===== src/verilog/epiu_pkg.sv =====
// package: register map, field layout and encodings of the pin interrupt unit
package epiu_pkg;
    // register indices; the byte address on the bus is four times the index
    localparam logic [7:0] IDX_ENABLE = 8'h3D;
    localparam logic [7:0] IDX_SENSE = 8'h69;
    localparam logic [7:0] IDX_FLAGS = 8'h3E;
    localparam logic [7:0] IDX_GRP_EN = 8'h68;
    localparam logic [7:0] IDX_GRP_FLAG = 8'h3F;
    localparam logic [7:0] IDX_MASK0 = 8'h6B;
    localparam logic [7:0] IDX_MASK1 = 8'h6C;
    localparam logic [7:0] IDX_MASK2 = 8'h6D;
    localparam logic [7:0] IDX_STATUS = 8'h70;
    localparam logic [7:0] IDX_ACK = 8'h71;
    localparam int ADDR_W = 10;
    // sense field positions
    localparam int SENSE_PIN0_LSB = 0;
    localparam int SENSE_PIN1_LSB = 2;
    // reset values
    localparam logic [7:0] RST_REG = 8'h00;
    // sense modes
    typedef enum logic [1:0] {
        EPIU_LOW = 2'h0,
        EPIU_ANY = 2'h1,
        EPIU_FALL = 2'h2,
        EPIU_RISE = 2'h3
    } epiu_sense_e;
endpackage


===== src/verilog/epiu_top.sv =====
// external pin interrupt unit: two sensed pins, 24 change inputs, APB slave
// Summary of operation
// - pins trigger regardless of their direction
// - group two: any enabled input 23..16 toggles
// - group one: any enabled input 14..8 toggles
// - group zero: any enabled input 7..0 toggles
// - change detection compares raw inputs, no synchroniser
// - low level requests while pin stays low
// - edge detection runs on the clock
// - low level request is purely combinational
// - level must last through start-up time
// - pin one sense field at bits 3:2
// - pin zero sense field at bits 1:0
// - pin sampled; pulses over one clock caught
// - pin request needs enable and global flag
// - unused register bits read as zero
// - pin edge sets its flag
// - pin flag clears on entry or write-one
// - flag reads cleared in low level mode
// - group request needs group enable and global
// - per input mask, reset zero
// - group flag set; cleared entry or write-one
module epiu_top
    import epiu_pkg::*;
#(
    parameter int NUM_CHANGE = 24
) (
    // clock and reset
    input wire logic pclk,
    input wire logic presetn,
    // apb slave
    input wire logic psel,
    input wire logic penable,
    input wire logic pwrite,
    input wire logic [ADDR_W-1:0] paddr,
    input wire logic [31:0] pwdata,
    output logic [31:0] prdata,
    output logic pready,
    output logic pslverr,
    // external pins
    input wire logic dedicated_pin_zero,
    input wire logic dedicated_pin_one,
    input wire logic [NUM_CHANGE-1:0] change_inputs,
    // cpu side
    input wire logic global_int_enable,
    input wire logic [4:0] vector_ack,
    output logic [4:0] int_request
);
    // group slices below are fixed, so refuse any other width
    if (NUM_CHANGE != 24) begin : g_bad_width
        $error("epiu_top: NUM_CHANGE must be 24");
    end

    logic [1:0] enable_reg;
    logic [3:0] sense_reg;
    logic [1:0] pin_flag;
    logic [2:0] grp_en;
    logic [2:0] grp_flag;
    logic [7:0] mask0;
    logic [6:0] mask1;
    logic [7:0] mask2;
    logic [1:0] sync1;
    logic [1:0] sync2;
    logic [1:0] prev;
    logic [2:0] warm;
    logic [NUM_CHANGE-1:0] chg_prev;

    // apb decode; single-cycle answer
    wire acc = psel && penable;
    wire wr = acc && pwrite;
    wire [7:0] widx = paddr[ADDR_W-1:2];
    wire [7:0] wd = pwdata[7:0];
    wire hit_en = widx == IDX_ENABLE;
    wire hit_se = widx == IDX_SENSE;
    wire hit_fl = widx == IDX_FLAGS;
    wire hit_ge = widx == IDX_GRP_EN;
    wire hit_gf = widx == IDX_GRP_FLAG;
    wire hit_m0 = widx == IDX_MASK0;
    wire hit_m1 = widx == IDX_MASK1;
    wire hit_m2 = widx == IDX_MASK2;
    wire hit_st = widx == IDX_STATUS;
    wire hit_ak = widx == IDX_ACK;
    wire hit_any = hit_en | hit_se | hit_fl | hit_ge | hit_gf | hit_m0
        | hit_m1 | hit_m2 | hit_st | hit_ak;
    assign pready = 1'b1;
    assign pslverr = acc && !hit_any;

    // sense decode per pin
    function automatic logic edge_hit(input logic [1:0] m, input logic p,
                                      input logic c);
        case (m)
            EPIU_ANY: edge_hit = p ^ c;
            EPIU_FALL: edge_hit = p & ~c;
            EPIU_RISE: edge_hit = ~p & c;
            default: edge_hit = 1'b0;
        endcase
    endfunction

    wire [1:0] mode0 = sense_reg[SENSE_PIN0_LSB +: 2];
    wire [1:0] mode1 = sense_reg[SENSE_PIN1_LSB +: 2];
    // pins are read regardless of direction, no output gating here
    wire [1:0] pin_hit;
    // warm keeps the reset-zero sync chain from faking an edge on a high pin
    assign pin_hit[0] = edge_hit(mode0, prev[0], sync2[0])
        & warm[2];
    assign pin_hit[1] = edge_hit(mode1, prev[1], sync2[1])
        & warm[2];
    wire [1:0] is_low = {mode1 == EPIU_LOW, mode0 == EPIU_LOW};
    // low level path is combinational so it works with clock stopped
    // a level gone before start-up ends simply stops requesting
    wire [1:0] low_req = is_low & ~{dedicated_pin_one, dedicated_pin_zero};

    // change groups compare the raw input with its last value
    wire [NUM_CHANGE-1:0] toggled = change_inputs ^ chg_prev;
    wire [2:0] grp_hit;
    assign grp_hit[0] = |(toggled[7:0] & mask0);
    assign grp_hit[1] = |(toggled[14:8] & mask1);
    assign grp_hit[2] = |(toggled[23:16] & mask2);

    // requests: flag or low level, gated by enable and global flag
    wire [1:0] pin_src = (pin_flag & ~is_low) | low_req;
    assign int_request[1:0] = pin_src & enable_reg
        & {2{global_int_enable}};
    assign int_request[4:2] = grp_flag & grp_en
        & {3{global_int_enable}};

    // flag clears: write-one or vector entry
    wire [1:0] pin_clr = (wr && hit_fl ? wd[1:0] : 2'h0) | vector_ack[1:0];
    wire [2:0] grp_clr = (wr && hit_gf ? wd[2:0] : 3'h0) | vector_ack[4:2];
    // set wins over clear; level mode forces cleared
    wire [1:0] next_pin_flag = ((pin_flag & ~pin_clr) | pin_hit)
        & ~is_low;
    wire [2:0] next_grp_flag = (grp_flag & ~grp_clr) | grp_hit;

    // synchroniser for edge detection on the clock
    always_ff @(posedge pclk or negedge presetn) begin
        if (!presetn) begin
            sync1 <= 2'h0;
            sync2 <= 2'h0;
            prev <= 2'h0;
            chg_prev <= '0;
        end else begin
            sync1 <= {dedicated_pin_one, dedicated_pin_zero};
            sync2 <= sync1;
            prev <= sync2;
            chg_prev <= change_inputs;
        end
    end

    // edge compare valid once prev holds a real pin sample
    always_ff @(posedge pclk or negedge presetn) begin
        if (!presetn) begin
            warm <= 3'h0;
        end else begin
            warm <= {warm[1:0], 1'b1};
        end
    end

    // flags
    always_ff @(posedge pclk or negedge presetn) begin
        if (!presetn) begin
            pin_flag <= 2'h0;
            grp_flag <= 3'h0;
        end else begin
            pin_flag <= next_pin_flag;
            grp_flag <= next_grp_flag;
        end
    end

    // control registers, reset to zero
    always_ff @(posedge pclk or negedge presetn) begin
        if (!presetn) begin
            enable_reg <= RST_REG[1:0];
            sense_reg <= RST_REG[3:0];
            grp_en <= RST_REG[2:0];
            mask0 <= RST_REG;
            mask1 <= RST_REG[6:0];
            mask2 <= RST_REG;
        end else if (wr) begin
            if (hit_en) enable_reg <= wd[1:0];
            if (hit_se) sense_reg <= wd[3:0];
            if (hit_ge) grp_en <= wd[2:0];
            if (hit_m0) mask0 <= wd;
            if (hit_m1) mask1 <= wd[6:0];
            if (hit_m2) mask2 <= wd;
        end
    end

    // read mux; unused bits zero
    wire [7:0] rd =
        hit_en ? {6'h00, enable_reg} :
        hit_se ? {4'h0, sense_reg} :
        hit_fl ? {6'h00, pin_flag} :
        hit_ge ? {5'h00, grp_en} :
        hit_gf ? {5'h00, grp_flag} :
        hit_m0 ? mask0 :
        hit_m1 ? {1'b0, mask1} :
        hit_m2 ? mask2 :
        hit_st ? {3'h0, int_request} : 8'h00;
    always_ff @(posedge pclk or negedge presetn) begin
        if (!presetn) begin
            prdata <= 32'h0;
        end else if (psel && !penable && !pwrite) begin
            prdata <= {24'h000000, rd};
        end
    end
endmodule // epiu_top


===== config.mk =====
export PLATFORM = sky130hd
export DESIGN_NAME = epiu_top
export DESIGN_NICKNAME = d
export VERILOG_FILES = /design/src/verilog/epiu_pkg.sv /design/src/verilog/epiu_top.sv
export SDC_FILE = /design/constraint.sdc
export NUM_CORES = 1
export LEC_CHECK = 0
export ABC_AREA = 0
export BUFFER_PORTS_ARGS = -buffer_cell sky130_fd_sc_hd__buf_4
export CAP_MARGIN = 10
export CORE_MARGIN = 5
export CORE_UTILIZATION = 35
export DETAILED_ROUTE_END_ITERATION = 10
export GPL_TIMING_DRIVEN = 0
export PLACE_DENSITY = 0.67
export SLEW_MARGIN = 40
export SYNTH_ARGS = -nofsm -noshare
export SYNTH_HDL_FRONTEND = slang
export SYNTH_SLANG_ARGS = --single-unit

===== constraint.sdc =====
create_clock -name pclk -period 1.84 [get_ports pclk]
set_input_delay 0.184 -clock pclk [delete_from_list [all_inputs] [get_ports pclk]]
set_output_delay 0.184 -clock pclk [all_outputs]
set_load 0.05 [all_outputs]

# After elaboration in Yosys (flattened, before gate mapping)
# Cells that the tools add are included.
# word_totals
in_bits	79
ram_bits	0
out_inout_bits	39
latch_bits	0
n_memories	0
word_cells	107
romBits	0
reg_bits	78
# classes
div	0
n_mul	0
muxes	13
reduce_logical	21
shifts	0
addsub	0
bitwise_logic	43
magnitude_cmp	0
n_eq_ne	16
# op_table
op	count
2-to-1 mux 8 bit	8
== test 8 x 7 -> 1 bit (second input constant)	7
== test 8 x 6 -> 1 bit (second input constant)	3
bitwise XOR 24 bit	1
bitwise AND 8 bit	2
OR reduction 8 bit	2
bitwise AND 2 bit	6
AND reduction 2 bit	6
bitwise AND 3 bit	3
OR 1 bit	9
== test 2 bit (second input constant)	4
bitwise AND 7 bit	1
logical AND 1 bit	7
OR reduction 7 bit	1
bitwise AND 1 bit	6
inverter 2 bit	3
OR 2 bit	3
OR 3 bit	2
case mux 1 bit (3 select lines)	2
2-to-1 mux 5 bit	1
== test 2 x 1 -> 1 bit (second input constant)	2
logical NOT 2 bit	2
inverter 1 bit	4
logical NOT 1 bit	3
other kinds (4)	5

# Logic depth before layout (Yosys ltp)
# depth
depth_word	15
depth_mapped	7
ltp_nobuf	6

# Worst setup path before layout
# Ideal clock, no wire load.
# synth_timing
path_kind	reg-to-reg
startpoint	reg sense_reg[2]
endpoint	reg prdata[1]
slack_ps	-535
t_arrival_ps	2290
path_stages_with_launch	6
synth_period_minus_slack_ps	2375
path_buffers	0
setup_ps	85
required_time_ps	1755
cell_sequence	dfrtp_1 > nor2_1 > nor2_1 > a211oi_1 > a221oi_1 > o21ai_0
# synth_via
elab_chain_len	15
word_cells_on_any_way	16
cone_classes	mux: 9; bitwise: 6; reduce/logical: 1
# synth_lines
element	line_no	text
start: declaration	epiu_top.sv:55	logic [3:0] sense_reg;
start signal: assignment	epiu_top.sv:174	sense_reg <= RST_REG[3:0];
start signal: assignment	epiu_top.sv:181	if (hit_se) sense_reg <= wd[3:0];
logical NOT 2 bit (*)	epiu_top.sv:108	wire [1:0] is_low = {mode1 == EPIU_LOW, mode0 == EPIU_LOW};
inverter 2 bit	epiu_top.sv:121	wire [1:0] pin_src = (pin_flag & ~is_low) | low_req;
bitwise AND 2 bit	epiu_top.sv:121	
OR 2 bit (*)	epiu_top.sv:121	
bitwise AND 2 bit (*)	epiu_top.sv:122	assign int_request[1:0] = pin_src & enable_reg
bitwise AND 2 bit (*)	epiu_top.sv:123	& {2{global_int_enable}};
net int_request[1]	epiu_top.sv:47	output logic [4:0] int_request
2-to-1 mux 5 bit (*)	epiu_top.sv:199	hit_st ? {3'h0, int_request} : 8'h00;
2-to-1 mux 8 bit (*)	epiu_top.sv:198	hit_m2 ? mask2 :
2-to-1 mux 8 bit (*)	epiu_top.sv:197	hit_m1 ? {1'b0, mask1} :
2-to-1 mux 8 bit (*)	epiu_top.sv:196	hit_m0 ? mask0 :
2-to-1 mux 8 bit (*)	epiu_top.sv:195	hit_gf ? {5'h00, grp_flag} :
2-to-1 mux 8 bit (*)	epiu_top.sv:194	hit_ge ? {5'h00, grp_en} :
2-to-1 mux 8 bit (*)	epiu_top.sv:193	hit_fl ? {6'h00, pin_flag} :
2-to-1 mux 8 bit (*)	epiu_top.sv:192	hit_se ? {4'h0, sense_reg} :
2-to-1 mux 8 bit (*)	epiu_top.sv:191	hit_en ? {6'h00, enable_reg} :
end signal: assignment	epiu_top.sv:204	prdata <= {24'h000000, rd};
end: declaration	epiu_top.sv:37	output logic [31:0] prdata,
# The timed path passes the listed nets; every way through them passes the cells marked *.
# A chain may end at the register's enable or synchronous reset.

# Worst setup path after layout
# layout_timing
startpoint	in paddr[6]
endpoint	out pslverr
# layout_via
elab_chain_len	12
word_cells_on_any_way	21
cone_classes	eq/ne: 10; bitwise: 9; reduce/logical: 2
# layout_lines
element	line_no	text
start: declaration	epiu_top.sv:35	input wire logic [ADDR_W-1:0] paddr,
== test 8 x 6 -> 1 bit or == test 8 x 7 -> 1 bit (tied branches)	epiu_top.sv:73, epiu_top.sv:74	
OR 1 bit (5 in series)	epiu_top.sv:83	wire hit_any = hit_en | hit_se | hit_fl | hit_ge | hit_gf | hit_m0
OR 1 bit (3 in series)	epiu_top.sv:84	| hit_m1 | hit_m2 | hit_st | hit_ak;
OR 1 bit (*)	epiu_top.sv:84	
logical NOT 1 bit (*)	epiu_top.sv:86	assign pslverr = acc && !hit_any;
logical AND 1 bit (*)	epiu_top.sv:86	
end: declaration	epiu_top.sv:39	output logic pslverr,
# Mark *: on every way between the ends. The rest lies on a longest branch, timed or not.

==> metrics list <==
* Outcome: finished, final reports clean
- For this run, the number of standard cells in the final layout without fillers is 607.
* Total buffers and inverters traversed by the critical path: 3
- Worst Path Arrival: 1.61 ns
- Buffer type at the clock tree root: sky130_fd_sc_hd__clkbuf_8
* Avg Synthesized Cell Area: between 10 and 15 um2
- Between clock sinks in the finished design, the worst skew comes to about 0.011 ns.
- In the final layout, the share of cells above drive strength 1 is 0.360.
* Unrepaired setup endpoints after global routing: true
- The critical path goes through buf_4 -> and4bb_4 -> nand2_4 -> buf_6 -> a41oi_2 -> o22ai_1 -> and3_1 -> buf_4.
- Count of different cell masters after synthesis: 55
- Routed wire length per instance: 16.8 um
- Measured against its own limit, the worst slew margin works out to 0.506.
* TritonCTS clock tree: done
- Cell row count: 38
- Critical Path Start Type: input port
* Largest net degree at the start of global routing: 78
- Yosys reg bits: 77
- Top-level I/O count: around 120
- At the later pin of the worst-skew pair, clock insertion delay measures roughly 0.35 ns.
* Critical path capture point type: primary output
- During placement, the flow inserted port buffers numbering 64.
- Pwr per Cell Area: approximately 730 nW/um2
- By count the netlist is led by 77 x sky130_fd_sc_hd__dfrtp_1, 35 x sky130_fd_sc_hd__mux2_2, 28 x sky130_fd_sc_hd__buf_4.
- EDFF count, synth: 0
* Largest fanout on the critical path: 10
- Starting DRT DRC Count: roughly 170
- Portion of synthesized cell area occupied by the leading cell type: 0.499
* Final hold violations: 0
- The clock passes through at most 2 buffers.
- The initial antenna violation count came to 0.
* Endpoint required time on the critical path: roughly 1.7 ns
* CTS Buf Count: 9
* Clock sink count: 77
- The path class of the tightest hold or removal check is input port to flip-flop.
- Peak supply drop: between 0.3 and 0.4 mV
- Final design area excluding fillers: between 5000 and 6000 um2
* Measured slew at the worst slew-check pin: 0.740 ns
- Number of inserted filler cells in the final layout: roughly 1000
- 0 antenna diodes ended up in the layout.
- Dominant cell type by area after synthesis: sky130_fd_sc_hd__dfrtp_1
* Cell type of the slowest stage on the worst timing path: sky130_fd_sc_hd__and4bb_4
- Setup violation total in the final timing report: 0
- Number of warnings reported in the yosys synthesis log: 0
- For this run, the register share of the synthesized area comes to 0.499.
- Sum of net half-perimeters after detailed placement: 7710 um
- After detailed routing, the number of remaining DRC violations is 0.
- Total Routed Length: about 10000 um
- Summing over every cut layer, the via total after detailed routing is between 2000 and 3000.
- The worst setup path is of the input port to primary output kind.
- Area enclosed by the die boundary: 13200 um2
* Syn-to-layout area delta: 33.0%
- Maximum level of the CTS H-tree: 3
* Most numerous cell in the Yosys netlist: sky130_fd_sc_hd__dfrtp_1
- Weighted congestion reported at the end of routability-driven placement: 0.884
- Number of placed cells counting well taps: approximately 560
* Top Family by Delay on Critical Path: simple AND/OR/NAND/NOR gates
- For this run the aggregate overflow at the end of global routing stands at 0.
- On the worst path, the slowest cell contributes a delay of approximately 0.36 ns.
- The register with the most flip-flops in the layout has 23 of them.
* Vias in the first global route: a little under 3000
- Dividing the final minimum period by the clock period gives 0.973.
- The net count of the finished layout is approximately 550.
- Post-DRT Antenna Nets: 0
* Core Region: around 11000 um2
- FMAX: around 560 MHz
* Effective utilization at floorplan: 0.356
- Fraction of registers with async set or reset after synthesis: 1.00
* Dominant synthesized flop cell: sky130_fd_sc_hd__dfrtp_1
- Via/cell ratio: around 4.9
* Dominant cells by area after synthesis: sky130_fd_sc_hd__dfrtp_1 50%, sky130_fd_sc_hd__mux2_2 10%, sky130_fd_sc_hd__buf_4 5.4%, sky130_fd_sc_hd__xor2_1 5.2%, sky130_fd_sc_hd__a22oi_1 2.3%
- The floorplan step set the die width to approximately 120 um.
- Final critical delay including setup and external delays: between 1.5 and 2 ns
- Wire length of the first global-routing pass: approximately 16000 um
* Maximum Capacitance Violations: 0
* Clk slew on worst S/H paths: around 0.080 ns
* Height of the die: ~120 um
* Largest register by flop count: chg_prev
* Pleak: 0.00248 uW
- CP dominant cell by count: sky130_fd_sc_hd__buf_4
- Synthesized netlist cell count: roughly 340
* Number of optimization iterations in the first detailed-route pass: 4
- Global router's overall resource usage: 0.160
* Placed standard-cell area: 4620 um2
- Number of max-slew violations in the final report: 0
- Synthesized area: 3860 um2
cells in the final DEF, fill, tap and decap left out, types with 5 or more instances in the layout:
cell / count
sky130_fd_sc_hd__conb_1: 26
sky130_fd_sc_hd__mux2i_1: 5
sky130_fd_sc_hd__mux2_2: 35
sky130_fd_sc_hd__buf_4: 91
sky130_fd_sc_hd__clkbuf_8: 9
sky130_fd_sc_hd__inv_1: 11
sky130_fd_sc_hd__nor2_1: 13
sky130_fd_sc_hd__a22oi_1: 12
sky130_fd_sc_hd__nand3_1: 6
sky130_fd_sc_hd__o21ai_0: 10
sky130_fd_sc_hd__dfrtp_1: 77
sky130_fd_sc_hd__a21oi_1: 6
sky130_fd_sc_hd__nand4_1: 5
sky130_fd_sc_hd__xor2_1: 23
sky130_fd_sc_hd__dlygate4sd3_1: 26
sky130_fd_sc_hd__nand2b_1: 5
sky130_fd_sc_hd__nand2_1: 22
metrics by stage:
| step | power, uW | util | TNS [ns] | hold WS, ns | worst slack (ns) |
|---|---|---|---|---|---|
| 2_1_floorplan | 2140 | - | -0.0113 | -0.112 | -0.0113 |
| 3_3_place_gp | 2350 | 0.426 | -0.149 | 0.310 | -0.0967 |
| 3_5_place_dp | 2360 | 0.426 | -0.174 | 0.257 | -0.109 |
| 4_1_cts | 3810 | 0.472 | 0 | 0.0709 | 0.0264 |
| 5_1_grt | 3930 | 0.473 | -0.0136 | 0.0638 | -0.0136 |
| 6_report | 3770 | 0.473 | 0 | 0.0854 | 0.0501 |
cells by family after synthesis:
group,synth area share
compound gates,0.119
mux,0.115
buf+inv,0.0762
flops,0.499
other cells,0.00195
xor+xnor,0.0522
fa+ha+maj,0.0130
simple gates,0.123
worst paths after layout:
check	from	endpoint	slack (ns)	cells past startpoint
worst max register to register	sense_reg[1]	prdata[0]	0.13	5
worst max-delay path	paddr[6]	pslverr	0.05	8
max in group asynchronous	presetn	warm[0]	0.90	2
min in group asynchronous	presetn	sync2[0]	0.40	2
worst min register to register	warm[1]	warm[2]	0.34	0
worst min-delay path	pwdata[4]	mask1[4]	0.09	2
metal layers:
layer	global-route usage	routed length, um	vias to the layer above	part of all wire
met5	0	0	-	0
met4	0.0423	173	0	0.017
met3	0.0384	816	11	0.080
met2	0.248	4720	127	0.46
met1	0.226	4520	1428	0.44
li1	-	-	1419	-
worst register-to-register path, stage by stage (launching register included):
cell and delay (ns):
sky130_fd_sc_hd__dfrtp_1 0.45, sky130_fd_sc_hd__nor2_2 0.21, sky130_fd_sc_hd__nor2_1 0.08, sky130_fd_sc_hd__a2111oi_0 0.57, sky130_fd_sc_hd__o31ai_1 0.16, sky130_fd_sc_hd__a21oi_1 0.16
layout make-up:
class / count / area, um2 / area share
inverters: 12 / 45.0 / 0.00878
multi-input cells: 236 / 1760 / 0.342
clock inverters: 5 / 85.1 / 0.0166
plain buffers: 35 / 253 / 0.0493
flip-flops and latches: 77 / 1930 / 0.376
clock buffers: 10 / 128 / 0.0249
well taps: 140 / 175 / 0.0341
repair buffers: 92 / 763 / 0.149
power breakdown:
part | switching [uW] | leakage [uW] | internal (uW)
registers | 40.6 | 0.000995 | 1750
logic | 343 | 0.00138 | 236
clock network | 631 | 0.000103 | 764
total | 1010 | 0.00248 | 2750
what timing repair did:
item / 4_1_cts / 5_1_grt
endpoints found under the hold margin: 102 / 0
gates resized for setup: 3 / 3
endpoints found under the setup margin: 2 / 4
buffers inserted: 2 / 0
pin swaps: 1 / 1
hold buffers: 26 / 0
No activity file was read; power rests on OpenSTA's default activity.
